==> src/design/typea_pkg.sv <==
package typea_pkg;

    // ------------------------------------------------------------
    // register map (word indices, byte address is four times)
    // ------------------------------------------------------------
    localparam logic [7:0] bit_rate_def_idx = 8'h04;
    localparam logic [7:0] typea_frame_settings_idx = 8'h05;
    localparam logic [7:0] mode_ctrl_idx = 8'h06;
    localparam logic [7:0] status_idx = 8'h07;
    localparam logic [7:0] fifo_data_idx = 8'h08;
    localparam logic [7:0] word_bytes = 8'h04;

    // ------------------------------------------------------------
    // field positions and reset values
    // ------------------------------------------------------------
    localparam int tx_par_off_bit = 7;
    localparam int raw_rx_bit = 6;
    localparam int transport_frame_bit = 5;
    localparam int pulse_lsb = 1;
    localparam int anticoll_bit = 0;
    localparam int tx_rate_lsb = 4;
    localparam int rx_rate_lsb = 0;
    localparam logic [7:0] settings_reset = 8'h00;
    localparam logic [7:0] bit_rate_reset = 8'h00;
    localparam logic [7:0] mode_reset = 8'h00;
    localparam logic [7:0] frame_start_byte = 8'hF0;

    // ------------------------------------------------------------
    // pulse widths in carrier periods for code 0
    // ------------------------------------------------------------
    localparam logic [5:0] pulse_base_128 = 6'h23;
    localparam logic [5:0] pulse_base_64 = 6'h12;
    localparam logic [5:0] pulse_base_32 = 6'h09;
    localparam logic [5:0] pulse_base_16 = 6'h05;
    localparam int fifo_depth = 8;

    typedef enum logic [3:0] {
        rate_106 = 4'h0,
        rate_212 = 4'h1,
        rate_424 = 4'h2,
        rate_848 = 4'h3
    } bit_rate_code_t;

    typedef struct packed {
        logic tx_par_off;
        logic raw_rx;
        logic transport_frame_enable;
        logic [3:0] pulse_width_sel;
        logic anticoll;
    } frame_cfg_t;

    typedef struct packed {
        logic tx_enable;
        logic rx_enable;
        logic [5:0] pulse_len;
        logic pulse_ok;
    } frame_status_t;

endpackage : typea_pkg

==> src/design/typea_framing_bitrate_config.sv <==
// Behaviour
// - rate codes 0..3 select fc/128, fc/64, fc/32, fc/16; others unused.
// - an out-of-range pulse code disables both transmit and receive.
// - tx parity off sends fifo data with no parity bits.
// - raw receive stores bits with parity in the fifo, no checking.
// - transport frame adds F0 and length on tx, drops F0 on rx only as the first byte after frame start.
// - the 4-bit pulse field sets modulation width in carrier periods.
// - at fc/128 code 0 gives 35, signed steps from 27 to 42.
// - code 0 gives 18, 9, 5 at fc/64, fc/32, fc/16, one per step.
// - anticollision bit selects standard or bit-oriented rx frames.
// - parity-off and raw options act only in reader modes.
// - tx rate is bits 5:4 and rx rate bits 1:0 of the rate register.
`timescale 1ns/100ps
module typea_fifo #(
    parameter int width = 9,
    parameter int depth = 8
) (
    input wire logic hclk,
    input wire logic hresetn,
    input wire logic in_valid,
    output logic in_ready,
    input wire logic [width-1:0] in_data,
    output logic out_valid,
    input wire logic out_ready,
    output logic [width-1:0] out_data
);
    localparam int aw = $clog2(depth);
    logic [width-1:0] mem [depth];
    logic [aw-1:0] wr_ptr;
    logic [aw-1:0] rd_ptr;
    logic [aw:0] count;
    logic push;
    logic pop;

    assign in_ready = count != (aw+1)'(depth);
    assign out_valid = count != '0;
    assign push = in_valid && in_ready;
    assign pop = out_valid && out_ready;
    assign out_data = mem[rd_ptr];

    always_ff @(posedge hclk) begin
        if (push) begin
            mem[wr_ptr] <= in_data;
        end
    end

    always_ff @(posedge hclk or negedge hresetn) begin
        if (!hresetn) begin
            wr_ptr <= '0;
            rd_ptr <= '0;
            count <= '0;
        end else begin
            if (push) begin
                wr_ptr <= (wr_ptr == aw'(depth - 1)) ? '0 : aw'(wr_ptr + 1'b1);
            end
            if (pop) begin
                rd_ptr <= (rd_ptr == aw'(depth - 1)) ? '0 : aw'(rd_ptr + 1'b1);
            end
            if (push && !pop) begin
                count <= count + 1'b1;
            end else if (pop && !push) begin
                count <= count - 1'b1;
            end
        end
    end
endmodule : typea_fifo

module typea_framing_bitrate_config #(
    parameter int fifo_width = 9,
    parameter int fifo_depth = typea_pkg::fifo_depth
) (
    input wire logic hclk,
    input wire logic hresetn,
    input wire logic hsel,
    input wire logic [31:0] haddr,
    input wire logic [1:0] htrans,
    input wire logic hwrite,
    input wire logic [2:0] hsize,
    input wire logic [31:0] hwdata,
    input wire logic hready,
    output logic hreadyout,
    output logic hresp,
    output logic [31:0] hrdata,
    input wire logic reader_mode,
    input wire logic rx_byte_valid,
    input wire logic [7:0] rx_byte,
    input wire logic rx_parity,
    input wire logic rx_frame_start,
    input wire logic tx_frame_start,
    input wire logic [7:0] tx_frame_len,
    output logic tx_prefix_valid,
    output logic [7:0] tx_prefix_byte,
    input wire logic tx_prefix_ready,
    output logic tx_enable,
    output logic rx_enable,
    output logic [1:0] tx_speed_sel,
    output logic [1:0] rx_speed_sel,
    output logic tx_parity_gen,
    output logic rx_check_enable,
    output logic anticoll_rx,
    output logic [5:0] pulse_len
);
    // ------------------------------------------------------------
    // decode helpers
    // ------------------------------------------------------------
    function automatic logic rate_ok(input logic [1:0] code);
        // two-bit field can only hold codes 0..3, all supported
        rate_ok = code <= 2'(typea_pkg::rate_848);
    endfunction : rate_ok

    function automatic logic [6:0] pulse_dec(input logic [1:0] rate,
                                             input logic [3:0] code);
        logic signed [4:0] s;
        logic signed [4:0] lo;
        logic signed [4:0] hi;
        logic [5:0] base;
        s = {code[3], code};
        case (rate)
            2'h0: begin
                base = typea_pkg::pulse_base_128;
                lo = -5'sd8;
                hi = 5'sd7;
            end
            2'h1: begin
                base = typea_pkg::pulse_base_64;
                lo = -5'sd6;
                hi = 5'sd6;
            end
            2'h2: begin
                base = typea_pkg::pulse_base_32;
                lo = -5'sd4;
                hi = 5'sd4;
            end
            default: begin
                base = typea_pkg::pulse_base_16;
                lo = -5'sd3;
                hi = 5'sd3;
            end
        endcase
        // width = base + signed step, out of range flagged
        pulse_dec[5:0] = 6'(base + {{1{s[4]}}, s});
        pulse_dec[6] = (s >= lo) && (s <= hi);
    endfunction : pulse_dec

    // ------------------------------------------------------------
    // registers
    // ------------------------------------------------------------
    logic [7:0] settings;
    logic [7:0] bit_rate_def;
    logic [7:0] mode_ctrl;
    typea_pkg::frame_cfg_t cfg;
    typea_pkg::frame_status_t stat;
    logic [6:0] pdec;
    logic rates_ok;

    logic ap_valid;
    logic ap_write;
    logic [7:0] ap_addr;
    logic dp_write;
    logic dp_read;
    logic [7:0] dp_addr;

    assign cfg = settings[7:0];
    assign tx_speed_sel = bit_rate_def[typea_pkg::tx_rate_lsb +: 2];
    assign rx_speed_sel = bit_rate_def[typea_pkg::rx_rate_lsb +: 2];
    assign pdec = pulse_dec(tx_speed_sel, cfg.pulse_width_sel);
    assign rates_ok = rate_ok(tx_speed_sel) && rate_ok(rx_speed_sel);

    // ------------------------------------------------------------
    // ahb-lite slave, zero wait states
    // ------------------------------------------------------------
    assign ap_valid = hsel && hready && htrans[1];
    assign ap_write = hwrite;
    assign ap_addr = haddr[7:0];
    assign hreadyout = 1'b1;
    assign hresp = 1'b0;

    always_ff @(posedge hclk or negedge hresetn) begin
        if (!hresetn) begin
            dp_write <= 1'b0;
            dp_read <= 1'b0;
            dp_addr <= 8'h00;
        end else begin
            dp_write <= ap_valid && ap_write;
            dp_read <= ap_valid && !ap_write;
            dp_addr <= ap_addr;
        end
    end

    always_ff @(posedge hclk or negedge hresetn) begin
        if (!hresetn) begin
            settings <= typea_pkg::settings_reset;
            bit_rate_def <= typea_pkg::bit_rate_reset;
            mode_ctrl <= typea_pkg::mode_reset;
        end else if (dp_write) begin
            case (dp_addr)
                typea_pkg::bit_rate_def_idx * typea_pkg::word_bytes: begin
                    bit_rate_def <= hwdata[7:0] & 8'h33;
                end
                typea_pkg::typea_frame_settings_idx * typea_pkg::word_bytes:
                begin
                    settings <= hwdata[7:0];
                end
                typea_pkg::mode_ctrl_idx * typea_pkg::word_bytes: begin
                    mode_ctrl <= hwdata[7:0] & 8'h01;
                end
                default: begin
                end
            endcase
        end
    end

    // ------------------------------------------------------------
    // derived controls
    // ------------------------------------------------------------
    assign stat.tx_enable = rates_ok && pdec[6];
    assign stat.rx_enable = rates_ok && pdec[6];
    assign stat.pulse_len = pdec[5:0];
    assign stat.pulse_ok = pdec[6];

    always_ff @(posedge hclk or negedge hresetn) begin
        if (!hresetn) begin
            tx_enable <= 1'b0;
            rx_enable <= 1'b0;
            pulse_len <= typea_pkg::pulse_base_128;
            tx_parity_gen <= 1'b1;
            rx_check_enable <= 1'b1;
            anticoll_rx <= 1'b0;
        end else begin
            tx_enable <= stat.tx_enable;
            rx_enable <= stat.rx_enable;
            pulse_len <= stat.pulse_len;
            // card emulation ignores the parity options
            tx_parity_gen <= !(cfg.tx_par_off && reader_mode);
            rx_check_enable <= !(cfg.raw_rx && reader_mode);
            anticoll_rx <= cfg.anticoll;
        end
    end

    // ------------------------------------------------------------
    // transport frame prefix on transmit
    // ------------------------------------------------------------
    typedef enum logic [2:0] {
        pre_idle = 3'b001,
        pre_start = 3'b010,
        pre_len = 3'b100
    } prefix_state_t;
    prefix_state_t pstate;
    logic [7:0] len_hold;

    always_ff @(posedge hclk or negedge hresetn) begin
        if (!hresetn) begin
            pstate <= pre_idle;
            len_hold <= 8'h00;
        end else begin
            case (pstate)
                pre_idle: begin
                    if (tx_frame_start && cfg.transport_frame_enable
                        && tx_enable) begin
                        pstate <= pre_start;
                        len_hold <= tx_frame_len;
                    end
                end
                pre_start: begin
                    if (tx_prefix_ready) begin
                        pstate <= pre_len;
                    end
                end
                pre_len: begin
                    if (tx_prefix_ready) begin
                        pstate <= pre_idle;
                    end
                end
                default: begin
                    pstate <= pre_idle;
                end
            endcase
        end
    end

    assign tx_prefix_valid = pstate != pre_idle;
    always_comb begin
        tx_prefix_byte = (pstate == pre_len) ? len_hold
                                             : typea_pkg::frame_start_byte;
    end

    // ------------------------------------------------------------
    // receive path into fifo
    // ------------------------------------------------------------
    logic first_byte;
    logic drop_byte;
    logic fifo_in_valid;
    logic fifo_in_ready;
    logic [fifo_width-1:0] fifo_in_data;
    logic fifo_out_valid;
    logic fifo_out_ready;
    logic [fifo_width-1:0] fifo_out_data;
    logic rx_overflow;

    always_ff @(posedge hclk or negedge hresetn) begin
        if (!hresetn) begin
            first_byte <= 1'b0;
        end else if (rx_frame_start) begin
            first_byte <= 1'b1;
        end else if (rx_byte_valid) begin
            first_byte <= 1'b0;
        end
    end

    assign drop_byte = first_byte && cfg.transport_frame_enable
                       && rx_byte == typea_pkg::frame_start_byte;
    assign fifo_in_valid = rx_byte_valid && rx_enable && !drop_byte;
    // parity kept only in raw mode, else zero
    assign fifo_in_data = {rx_parity && !rx_check_enable, rx_byte};
    assign fifo_out_ready = dp_read && dp_addr ==
        typea_pkg::fifo_data_idx * typea_pkg::word_bytes;

    always_ff @(posedge hclk or negedge hresetn) begin
        if (!hresetn) begin
            rx_overflow <= 1'b0;
        end else if (fifo_in_valid && !fifo_in_ready) begin
            rx_overflow <= 1'b1; // set wins over clear
        end else if (dp_write && dp_addr ==
                     typea_pkg::status_idx * typea_pkg::word_bytes) begin
            rx_overflow <= 1'b0;
        end
    end

    typea_fifo #(
        .width(fifo_width),
        .depth(fifo_depth)
    ) u_fifo (
        .hclk(hclk),
        .hresetn(hresetn),
        .in_valid(fifo_in_valid),
        .in_ready(fifo_in_ready),
        .in_data(fifo_in_data),
        .out_valid(fifo_out_valid),
        .out_ready(fifo_out_ready),
        .out_data(fifo_out_data)
    );

    // ------------------------------------------------------------
    // read mux, data phase
    // ------------------------------------------------------------
    always_comb begin
        hrdata = 32'h0000_0000;
        if (dp_read) begin
            case (dp_addr)
                typea_pkg::bit_rate_def_idx * typea_pkg::word_bytes: begin
                    hrdata = {24'h000000, bit_rate_def};
                end
                typea_pkg::typea_frame_settings_idx * typea_pkg::word_bytes:
                begin
                    hrdata = {24'h000000, settings};
                end
                typea_pkg::mode_ctrl_idx * typea_pkg::word_bytes: begin
                    hrdata = {24'h000000, mode_ctrl};
                end
                typea_pkg::status_idx * typea_pkg::word_bytes: begin
                    hrdata = {14'h0000, rx_overflow, fifo_out_valid,
                              pulse_len, rx_enable, tx_enable,
                              6'h00, fifo_in_ready, pstate != pre_idle};
                end
                typea_pkg::fifo_data_idx * typea_pkg::word_bytes: begin
                    hrdata = {fifo_out_valid, 22'h000000, fifo_out_data};
                end
                default: begin
                    hrdata = 32'h0000_0000;
                end
            endcase
        end
    end
endmodule : typea_framing_bitrate_config

==> config.mk <==
export PLATFORM = sky130hd
export DESIGN_NAME = typea_framing_bitrate_config
export DESIGN_NICKNAME = d
export VERILOG_FILES = /design/src/design/typea_pkg.sv /design/src/design/typea_framing_bitrate_config.sv
export SDC_FILE = /design/constraint.sdc
export NUM_CORES = 1
export LEC_CHECK = 0
export CAP_MARGIN = 20
export CORE_ASPECT_RATIO = 0.9
export CORE_UTILIZATION = 65
export DETAILED_ROUTE_END_ITERATION = 12
export DONT_BUFFER_PORTS = 1
export PLACE_DENSITY = 0.81
export RECOVER_POWER = 100
export SLEW_MARGIN = 30
export SYNTH_ARGS = -nofsm -noshare
export SYNTH_HDL_FRONTEND = slang
export SYNTH_SLANG_ARGS = --single-unit
==> constraint.sdc <==
create_clock -name hclk -period 3.8 [get_ports hclk]
set_input_delay 0.38 -clock hclk [delete_from_list [all_inputs] [get_ports hclk]]
set_output_delay 0.38 -clock hclk [all_outputs]
set_load 0.05 [all_outputs]
==> run_results.csv, run 1 <==
group,metric,value,unit
run_status,outcome,"complete, but fails checks",
run_status,violations,"capacitance limit, slew limit",
sta,tightest_slew,2533,ps
pwr,power_frac_comb,14.1,%
critical_path,critPathMaxFanout,8,
cts,cts_buffer_depth,2,
pwr,clkPwrFrac,39.0,%
cts,cts_sinks,128,
floorplanning,initial_core_util,67.80,%
detailed_routing,drt_wl_total,12.82,mm
cts,clk_latency,520,ps
pwr,p_int,2.884,mW
floorplanning,die_w,102.3,µm
floorplanning,die_h,92.31,µm
cts,clk_root_buffer_cell,"clkbuf_8",
critical_path,worstPathArrival,3050,ps
logic_synthesis,ys_top_cells_by_count,"edfxtp_1 (72), dfrtp_1 (50), ha_1 (22), mux2_2 (20), inv_1 (19)",
logic_synthesis,muxShareOfSynthArea,15.57,%
cts,cts_tree,"done",
run,drv_cap,3,
floorplanning,fp.coreArea,8688,µm²
logic_synthesis,ys_seq_area_share,60.62,%
critical_path,required,3420,ps
global_routing,grt_pass1_wl,19.53,mm
logic_synthesis,syn_area_per_cell,15.07,µm²
critical_path,path_cells,"nor4_4 -> nand4b_1 -> nor3_1",
floorplanning,io_pins,154,
critical_path,critPathLaunchType,"flop",
pwr,ir_worst_vdd,0.0003637,V
detailed_routing,dr.pass1.iters,5,
logic_synthesis,synth_most_common_cell,"edfxtp_1",
sta,fin_crit,3428,ps
logic_synthesis,synth_ff_type,"edfxtp_1",
critical_path,end_kind,"primary output",
placement,numPortBuffers,0,
cts,cts.repair.resized,0,
logic_synthesis,ys_seq_elements,128,
logic_synthesis,synth_edf_count,72,
sta,max_clock_freq,291.7,MHz
global_routing,grt_pass1_vias,3589,
detailed_routing,drc,0,
finish,drive_gt1_share,17.89,%
finish,antenna_cells,0,
critical_path,worstPathBufferInverterCount,0,
sta,fin_crit_sh,90.20,%
global_routing,antenna_found_initial,0,
sta,rsz0062_at_grt,"no",
critical_path,crit_family,"simple AND/OR/NAND/NOR gates",
logic_synthesis,syn-instance-count,391,
sta,tns,0,ps
critical_path,crit_path_top_delay_cell,"nor3_1",
critical_path,max_stage_delay,1360,ps
logic_synthesis,synth-xor-area-share,1.041,%
hold_path,worst_hold_path_type,"input port to flop",
global_routing,grt-ovfl-total,0,
sta,slew_viol_final,59,
placement,hpwl,7.528,mm
logic_synthesis,synth_top_area_share,36.70,%
pwr,swShare,27.66,%
sta,hold_viol,0,
placement,gp_congestion,0.8246,
sta,clock_skew,5.958,ps
pwr,total_power,3.987,mW
logic_synthesis,synthTopCellsByArea,"edfxtp_1 (37%), dfrtp_1 (21%), mux4_2 (6.9%)",
global_routing,track_usage,29.58,%
logic_synthesis,synth-compound-area-share,3.675,%
detailed_routing,wl_per_cell,21.99,µm
cts,h-tree-depth,4,
logic_synthesis,async_reset_ff_share,43.75,%
detailed_routing,avgViaCountPerCell,6.129,
logic_synthesis,synth_top_family_by_area,"multiplexers",
sta,hold-worst-slack,19.71,ps
critical_path,worstSetupPathType,"flop to primary output",
pwr,p_leak,2.652,nW
pwr,switching_power,1.103,mW
finish,final_nets,571,
logic_synthesis,yosys.area_share.adder,5.353,%
floorplanning,fp.dieArea,9447,µm²
floorplanning,rows,32,
detailed_routing,drt_iter0_drc,280,
pwr,p_per_area,577.0,nW/µm²
cts,cts.clk_slew.worst_paths,60,ps
sta,setup_viol,0,
logic_synthesis,synthSimpleGateAreaFrac,9.197,%
sta,relSlewSlack,-68.87,%
finish,final_util,79.54,%
detailed_routing,vias,3573,
logic_synthesis,yosys.area.top_type,"edfxtp_1",
finish,area_growth,17.31,%
pwr,sequentialPowerShare,46.9,%
logic_synthesis,yosysUniqueCellTypes,56,
logic_synthesis,yosys_warnings,0,
logic_synthesis,mappedNetlistArea,5891,µm²
critical_path,r2r_slack,510,ps
cts,numCtsBuffers,17,
detailed_routing,ant_nets,0,
global_routing,grt_max_degree,57,
==> worst paths after layout <==
kind | startpoint | end | cells past startpoint
min reg2reg | cfg[0]$_DFFE_PN0P_ | anticoll_rx$_DFF_PN0_ | 0
min in group asynchronous | hresetn | pulse_len[4]$_DFF_PN0_ | 2
max | dp_addr[1]$_DFF_PN0_ | hrdata[16] | 3
max reg2reg | cfg[5]$_DFFE_PN0P_ | u_fifo.count[3]$_DFFE_PN0P_ | 11
max in group asynchronous | hresetn | u_fifo.wr_ptr[2]$_DFFE_PN0P_ | 2
min | rx_byte_valid | first_byte$_DFFE_PN0P_ | 2
==> sequential cells by signal, indices dropped and copies added (netlist names), 3 cells and up <==
| register | flops |
|---|---|
| u_fifo.mem | 72 |
| cfg | 8 |
| dp_addr | 8 |
| len_hold | 8 |
| pulse_len | 6 |
| bit_rate_def | 4 |
| u_fifo.count | 4 |
| pstate | 3 |
| u_fifo.rd_ptr | 3 |
| u_fifo.wr_ptr | 3 |
==> logic make-up after synthesis <==
logic type,Yosys count
flops,128
simple gates,88
mux,61
buf+inv,48
compound gates,33
fa+ha+maj,24
xor+xnor,7
other cells,2
==> worst reg2reg max path, stage by stage (launching register included) <==
cell and delay (ps):
dfrtp_1 450, nand4bb_1 150, or4_1 460, nand4_1 140
clkbuf_1 430, inv_1 110, ha_1 250, inv_1 170
ha_1 260, a21o_1 210, a2111oi_0 410, o31ai_1 140
==> power groups by stage <==
stage	Combinational, mW	Sequential, mW	Clock [mW]
floorplan	0.473	1.83	0
global route	0.609	1.89	1.64
global placement	0.507	1.88	0
detailed placement	0.540	1.89	0
CTS	0.603	1.87	1.57
finish	0.560	1.87	1.56
==> per-stage QoR <==
stage	setup slack [ps]	cells	cell area (µm²)
floorplan	742.3	404	5939
global placement	923.5	512	6065
detailed placement	831.7	512	6067
CTS	623.2	580	7019
global route	229.1	583	6910
finish	372.2	583	6910
==> layout make-up <==
cell class,instances,area (µm²)
multi-input cells,228,2071
inverters,19,71.32
fillers,481,1778
clock inverters,8,72.57
repair buffers,57,474.2
flip-flops and latches,128,3571
clock buffers,24,501.7
well taps,119,148.9
==> metal layers <==
metal  up-vias  GRT usage (%)  part of all wire (%)
met2       204          46.25                    50
li1       1544              -                     -
met4         0          11.19                   2.6
met5         -              0                     0
met1      1790          39.45                    39
met3        35          8.755                   8.1
==> cells in the final DEF, fill, tap and decap left out, types with 6 or more instances in the layout <==
cell type / synthesis / layout
o21ai_0: 10 / 9
nand2_1: 13 / 13
clkbuf_16: 0 / 17
mux2_2: 20 / 20
clkbuf_1: 3 / 13
nor3_1: 8 / 8
mux2i_1: 14 / 14
nor2_1: 13 / 13
conb_1: 2 / 15
and2_0: 0 / 11
edfxtp_1: 72 / 72
dfrtp_1: 50 / 50
inv_1: 19 / 19
mux4_2: 18 / 18
ha_1: 22 / 22
mux2_1: 0 / 7
nand2b_1: 6 / 6
dlygate4sd3_1: 0 / 38
==> repair_timing <==
action,in CTS,in global routing
hold buffers,36,3
buffers inserted,0,0
endpoints found under the hold margin,148,3
(Power assumes the default switching activity.)
==> run 2, diff against run 1 <==
--- a/config.mk
+++ b/config.mk
@@ -11,4 +11,5 @@
 export DETAILED_ROUTE_END_ITERATION = 12
 export DONT_BUFFER_PORTS = 1
+export MAX_ROUTING_LAYER = met4
 export PLACE_DENSITY = 0.81
 export RECOVER_POWER = 100
==> constraint.sdc (replaced) <==
create_clock -name hclk -period 3.8 [get_ports hclk]
set_input_delay 0.38 -clock hclk [delete_from_list [all_inputs] [get_ports hclk]]
set_output_delay 0.38 -clock hclk [all_outputs]
set_load 0.1 [all_outputs]
==> run 2 against run 1 <==
Effect of this change: the flow still finishes with violations (capacitance limit, slew limit); wire length rose by 6.5%; non-clock buffer count rose by 6; die area did not move; core utilization rose by 2.9 points; critical path type unchanged; highest routed layer unchanged.
==> run_results.csv, run 2 (synthesis results as in run 1) <==
group,metric,value,unit
critical_path,worstPathBufferInverterCount,2,
hold_path,whs_endpoint,"cfg[4]$_DFFE_PN0P_",
pwr,total_power,4.212,mW
global_routing,grt_pass1_vias,3821,
run,drv_cap,2,
finish,drive_gt1_share,22.13,%
sta,setup_viol,0,
detailed_routing,drt_iter0_drc,288,
cts,cts_tree,"done",
floorplanning,fp.coreArea,8688,µm²
detailed_routing,wl_per_cell,23.19,µm
finish,final_common_cell,"edfxtp_1",
global_routing,grt_pass1_wl,20.84,mm
sta,fin_crit,3596,ps
critical_path,critPathMaxFanout,10,
floorplanning,die_h,92.31,µm
hold_path,hp-start,"hwdata[4]",
global_routing,track_usage,32.72,%
cts,cts.repair.resized,0,
placement,numPortBuffers,0,
run_status,outcome,"complete, but fails checks",
detailed_routing,drc,0,
cts,cts_setup_buffers,0,
detailed_routing,drt_wl_total,13.66,mm
floorplanning,rows,32,
detailed_routing,dr.pass1.iters,5,
cts,clk_latency,530,ps
global_routing,grt-ovfl-total,0,
detailed_routing,ant_nets,0,
detailed_routing,avgViaCountPerCell,6.195,
cts,cts_sinks,128,
finish,fillCellCount,417,
finish,largest-register,"u_fifo.mem",
critical_path,crit_path_top_delay_cell,"clkbuf_1",
cts,h-tree-depth,4,
hold_path,worst_hold_path_type,"input port to flop",
detailed_routing,vias,3649,
critical_path,r2r_cells,11,
critical_path,reg2reg_from,"dp_addr[1]$_DFF_PN0_",
hold_path,hold_path_depth,1,
critical_path,r2r_slack,250,ps
pwr,p_per_area,588.3,nW/µm²
sta,relSlewSlack,-7.437,%
finish,antenna_cells,0,
critical_path,crit_family,"buffers and inverters",
sta,slew_viol_final,20,
finish,largest_reg_flops,72,
cts,clk_root_buffer_cell,"clkbuf_8",
critical_path,required,3420,ps
cts,numCtsBuffers,17,
sta,clock_skew,11.04,ps
finish,mostFrequentLayoutCells,"edfxtp_1 (72), dfrtp_1 (49), dlygate4sd3_1 (36)",
critical_path,r2r-end,"u_fifo.count[3]$_DFFE_PN0P_",
global_routing,grt_max_degree,57,
pwr,ir_worst_vdd,0.0004635,V
sta,max_clock_freq,278.1,MHz
critical_path,max_stage_delay,1070,ps
floorplanning,fp.dieArea,9447,µm²
critical_path,path_cells,"nor4_1 -> nand4b_2 -> buf_4 -> nor2_1 -> clkbuf_1",
cts,cts_buffer_depth,2,
placement,gp_congestion,0.8097,
critical_path,end_kind,"primary output",
critical_path,critPathLaunchType,"flop",
pwr,p_leak,2.788,nW
sta,hold_viol,0,
floorplanning,initial_core_util,67.80,%
floorplanning,die_w,102.3,µm
critical_path,worstPathArrival,3220,ps
placement,hpwl,7.817,mm
sta,tns,0,ps
finish,area_growth,21.56,%
cts,hold_buffers,37,
critical_path,worstSetupPathType,"flop to primary output",
critical_path,cp_num_cells,5,
global_routing,antenna_found_initial,0,
sta,rsz0062_at_grt,"no",
sta,tightest_slew,1599,ps
floorplanning,io_pins,154,
finish,final_nets,577,
run_status,violations,"capacitance limit, slew limit",
cts,cts.clk_slew.worst_paths,60,ps
sta,fin_crit_sh,94.62,%
## run 2: cell type report
cell class              count  area [µm²]  share of cell area [%]
well taps                 119       148.9                   2.079
multi-input cells         228        2180                   30.44
flip-flops and latches    128        3572                   49.89
inverters                  19       71.32                  0.9960
repair buffers             63       579.3                   8.090
clock buffers              27       576.8                   8.055
clock inverters             5       32.53                  0.4543
## run 2: worst max-delay path by stage
stage	startpoint	to	slack [ps]
3_5_place_dp	rx_byte[6]	u_fifo.count[3]$_DFFE_PN0P_	800
6_report	dp_addr[1]$_DFF_PN0_	hrdata[31]	200
4_1_cts	u_fifo.rd_ptr[1]$_DFFE_PN0P_	hrdata[4]	350
5_1_grt	dp_addr[1]$_DFF_PN0_	hrdata[31]	160
2_1_floorplan	dp_addr[1]$_DFF_PN0_	hrdata[5]	260
3_3_place_gp	cfg[5]$_DFFE_PN0P_	u_fifo.count[3]$_DFFE_PN0P_	890
## run 2: where the power goes
| part | switching [mW] | leakage (nW) | total [mW] | internal (mW) |
|---|---|---|---|---|
| Clock | 0.591 | 0.301 | 1.62 | 1.03 |
| Sequential | 0.271 | 1.31 | 1.94 | 1.67 |
| Combinational | 0.407 | 1.18 | 0.656 | 0.248 |
| Total | 1.27 | 2.79 | 4.21 | 2.94 |
## run 2: worst reg2reg max path: cells and delay by family (launching register included)
family / cells / cell delay (ps)
compound gates: 3 / 990
fa+ha+maj: 2 / 520
buf+inv: 3 / 540
flops: 1 / 370
simple gates: 3 / 980
## run 2: metrics by stage
stage | hold slack, ps | setup WS, ps | utilization (%) | cells | cell area, µm²
final | 16.77 | 204.4 | 82.42 | 589 | 7161
after global routing | 0.3210 | 162.0 | 82.42 | 589 | 7161
after CTS | 0.2719 | 353.3 | 83.78 | 589 | 7279
after detailed placement | 85.29 | 795.1 | 72.31 | 520 | 6282
after global placement | 85.45 | 888.6 | 71.73 | 520 | 6232
after floorplan | 84.41 | 259.1 | - | 404 | 5947
## run 2: metal layers
layer,vias to the layer above,wire length (µm),share of wire (%),track usage (%)
li1,1559,-,-,-
met1,1841,5112,37,38.12
met2,212,7016,51,51.85
met3,37,1045,7.7,9.283
met4,0,482,3.5,17.14
met5,-,0,0,-
==> run 3, diff against run 2 <==
ABC_AREA = 1   (was unset)
CAP_MARGIN = unset   (was 20)
==> run 3 against run 2 <==
Effect of this change: the flow finishes with violations (hold timing, capacitance limit, slew limit); via count increased by 31%; final area decreased by 0.23%; critical path depth unchanged; fmax increased by 5.1%; total power increased by 2.6%; register-to-register slack improved by 200 ps; synthesized area increased by 4.0%; critical path type unchanged.
==> run_results.csv, run 3 <==
group,metric,value,unit
run_status,outcome,"complete, but fails checks",
run_status,violations,"hold timing, capacitance limit, slew limit",
pwr,p_leak,2.956,nW
floorplanning,die_h,94.09,µm
detailed_routing,drt_wl_total,15.37,mm
cts,cts_setup_buffers,0,
critical_path,r2r-end,"pulse_len[4]$_DFF_PN0_",
finish,final_area,7144,µm²
critical_path,worstPathBufferInverterCount,2,
floorplanning,rows,33,
hold_path,hold_path_depth,2,
global_routing,grt-ovfl-total,0,
logic_synthesis,synth-compound-area-share,6.456,%
placement,placed_cell_area,6324,µm²
sta,fin_crit_sh,90.00,%
critical_path,crit_family,"buffers and inverters",
detailed_routing,vias,4764,
hold_path,worst_hold_path_type,"input port to flop",
detailed_routing,dr.pass1.iters,5,
critical_path,reg2reg_from,"bit_rate_def[5]$_DFFE_PN0P_",
critical_path,r2r_slack,450,ps
sta,tightest_slew,1747,ps
global_routing,grt_max_degree,57,
logic_synthesis,ys_seq_area_share,58.30,%
critical_path,max_stage_delay,900,ps
sta,setup_viol,0,
finish,final_common_cell,"nand2_1",
placement,numPortBuffers,0,
sta,fin_crit,3420,ps
hold_path,whs_endpoint,"len_hold[0]$_DFFE_PN0P_",
critical_path,critPathMaxFanout,11,
floorplanning,fp.dieArea,9815,µm²
detailed_routing,drc,0,
cts,clk_latency,540,ps
logic_synthesis,synth_top_family_by_area,"simple AND/OR/NAND/NOR gates",
finish,largest_reg_flops,72,
placement,post-place-ws,1018,ps
sta,slew_viol_final,7,
cts,numCtsBuffers,17,
logic_synthesis,mappedNetlistArea,6125,µm²
logic_synthesis,synth_top_area_share,35.30,%
logic_synthesis,muxShareOfSynthArea,0.9806,%
cts,h-tree-depth,4,
sta,worst_slack,380.0,ps
sta,hold-worst-slack,-1.183,ps
critical_path,crit_path_top_delay_cell,"clkbuf_1",
logic_synthesis,ys_seq_elements,128,
hold_path,hp-start,"tx_frame_len[0]",
floorplanning,initial_core_util,67.12,%
logic_synthesis,yosys.area.top_type,"edfxtp_1",
critical_path,path_common_cell,"nand3_1",
logic_synthesis,yosys_warnings,0,
logic_synthesis,synth-xor-area-share,1.001,%
detailed_routing,drt_iter0_drc,448,
critical_path,worstPathArrival,3040,ps
sta,clock_skew,12.40,ps
cts,cts.clk_slew.worst_paths,70,ps
cts,clk_root_buffer_cell,"clkbuf_8",
critical_path,worstSetupPathType,"flop to primary output",
finish,largest-register,"u_fifo.mem",
finish,final_nets,795,
logic_synthesis,synth_most_common_cell,"nand2_1",
global_routing,grt_pass1_wl,23.75,mm
sta,rsz0062_at_grt,"no",
logic_synthesis,synth_edf_count,72,
global_routing,antenna_found_initial,1,
pwr,p_per_area,605.0,nW/µm²
finish,drive_gt1_share,11.92,%
logic_synthesis,ys_top_cells_by_count,"nand2_1 (105), nor2_1 (95), edfxtp_1 (72), nand3_1 (60), inv_1 (53)",
logic_synthesis,async_reset_ff_share,43.75,%
sta,tns,0,ps
placement,hpwl,8.942,mm
critical_path,required,3420,ps
floorplanning,fp.coreArea,9125,µm²
logic_synthesis,yosysUniqueCellTypes,38,
critical_path,r2r_cells,10,
global_routing,grt_pass1_vias,4821,
finish,area_growth,16.65,%
detailed_routing,avgViaCountPerCell,5.874,
global_routing,track_usage,33.78,%
cts,cts_tree,"done",
finish,mostFrequentLayoutCells,"nand2_1 (108), nor2_1 (90), edfxtp_1 (72)",
logic_synthesis,syn_area_per_cell,9.910,µm²
pwr,ir_worst_vdd,0.0005355,V
floorplanning,io_pins,154,
placement,gp_congestion,0.8887,
critical_path,path_cells,"clkinv_1 -> nand3_1 -> nand3_1 -> a21oi_2 -> clkbuf_1",
logic_synthesis,synth_ff_type,"edfxtp_1",
run,drv_cap,8,
cts,cts_buffer_depth,2,
sta,hold_viol,1,
critical_path,end_kind,"primary output",
finish,final_util,78.29,%
detailed_routing,ant_nets,0,
critical_path,critPathLaunchType,"flop",
logic_synthesis,syn-instance-count,618,
logic_synthesis,yosys.area_share.adder,5.148,%
logic_synthesis,synthSimpleGateAreaFrac,19.92,%
floorplanning,die_w,104.3,µm
sta,relSlewSlack,-16.90,%
detailed_routing,wl_per_cell,18.95,µm
cts,cts_sinks,128,
logic_synthesis,synthTopCellsByArea,"edfxtp_1 (35%), dfrtp_1 (20%), nand2_1 (6.4%)",
sta,max_clock_freq,292.4,MHz
## run 3: changes by cell type after synthesis, sizes merged, moves of 12 or more
cell,previous run,this run
a21oi,5,23
and2,12,0
mux2i,14,0
nor2,14,101
nand2,13,113
inv,19,57
mux2,28,5
nand3,4,62
mux4,19,0
o21ai,10,46
## run 3: routing by layer
metal  GRT usage [%]  vias up  wire [µm]
met5               -        -          0
met4           16.90        0        595
met3           8.391       60       1441
met2           56.79      338       7810
met1           38.07     2232       5518
li1                -     2134          -
## run 3: timing repair
| item | CTS | global route |
|---|---|---|
| hold endpoints to repair | 146 | 1 |
| hold buffers | 34 | 1 |
| gates resized for setup | 0 | 0 |
## run 3: report_power, final
part | switching (mW) | total (mW) | internal (mW)
Sequential | 0.198 | 1.87 | 1.67
Clock | 0.610 | 1.55 | 0.935
Combinational | 0.683 | 0.906 | 0.223
Total | 1.49 | 4.32 | 2.83
## run 3: logic make-up (layout without fill, tap and decap cells)
kind of cell	after synthesis	after routing
fa+ha+maj	24	24
other cells	2	16
xor+xnor	7	7
simple gates	283	283
compound gates	76	76
mux	5	5
flops	128	128
buf+inv	93	150
## run 3: how the worst max path moves through the flow
stage,from,end,cells after the start
after floorplan,bit_rate_def[4]$_DFFE_PN0P_,hrdata[4],4
after global placement,u_fifo.count[0]$_DFFE_PN0P_,u_fifo.count[3]$_DFFE_PN0P_,13
after detailed placement,u_fifo.count[0]$_DFFE_PN0P_,u_fifo.count[3]$_DFFE_PN0P_,13
after CTS,u_fifo.rd_ptr[1]$_DFFE_PN0P_,hrdata[2],7
after global routing,u_fifo.rd_ptr[2]$_DFFE_PN0P_,hrdata[6],5
final,u_fifo.rd_ptr[2]$_DFFE_PN0P_,hrdata[6],5
## run 3: metrics by stage
step,power [mW],std cells,hold slack [ps]
2_1_floorplan,2.564,631,84.41
5_1_grt,4.460,811,16.27
3_3_place_gp,2.648,743,85.28
4_1_cts,4.329,809,1.222
3_5_place_dp,2.725,743,85.52
6_report,4.322,811,-1.183
## run 3: cell type report
cell class                 instances  area, µm²
multi-input combinational        410       2130
tap                              122      152.6
inverter                          61      235.2
clock inverter                    10      70.07
sequential                       128       3573
fill                             538       1981
antenna                            1      2.502
timing repair buffer              57      475.5
clock buffer                      22      505.5
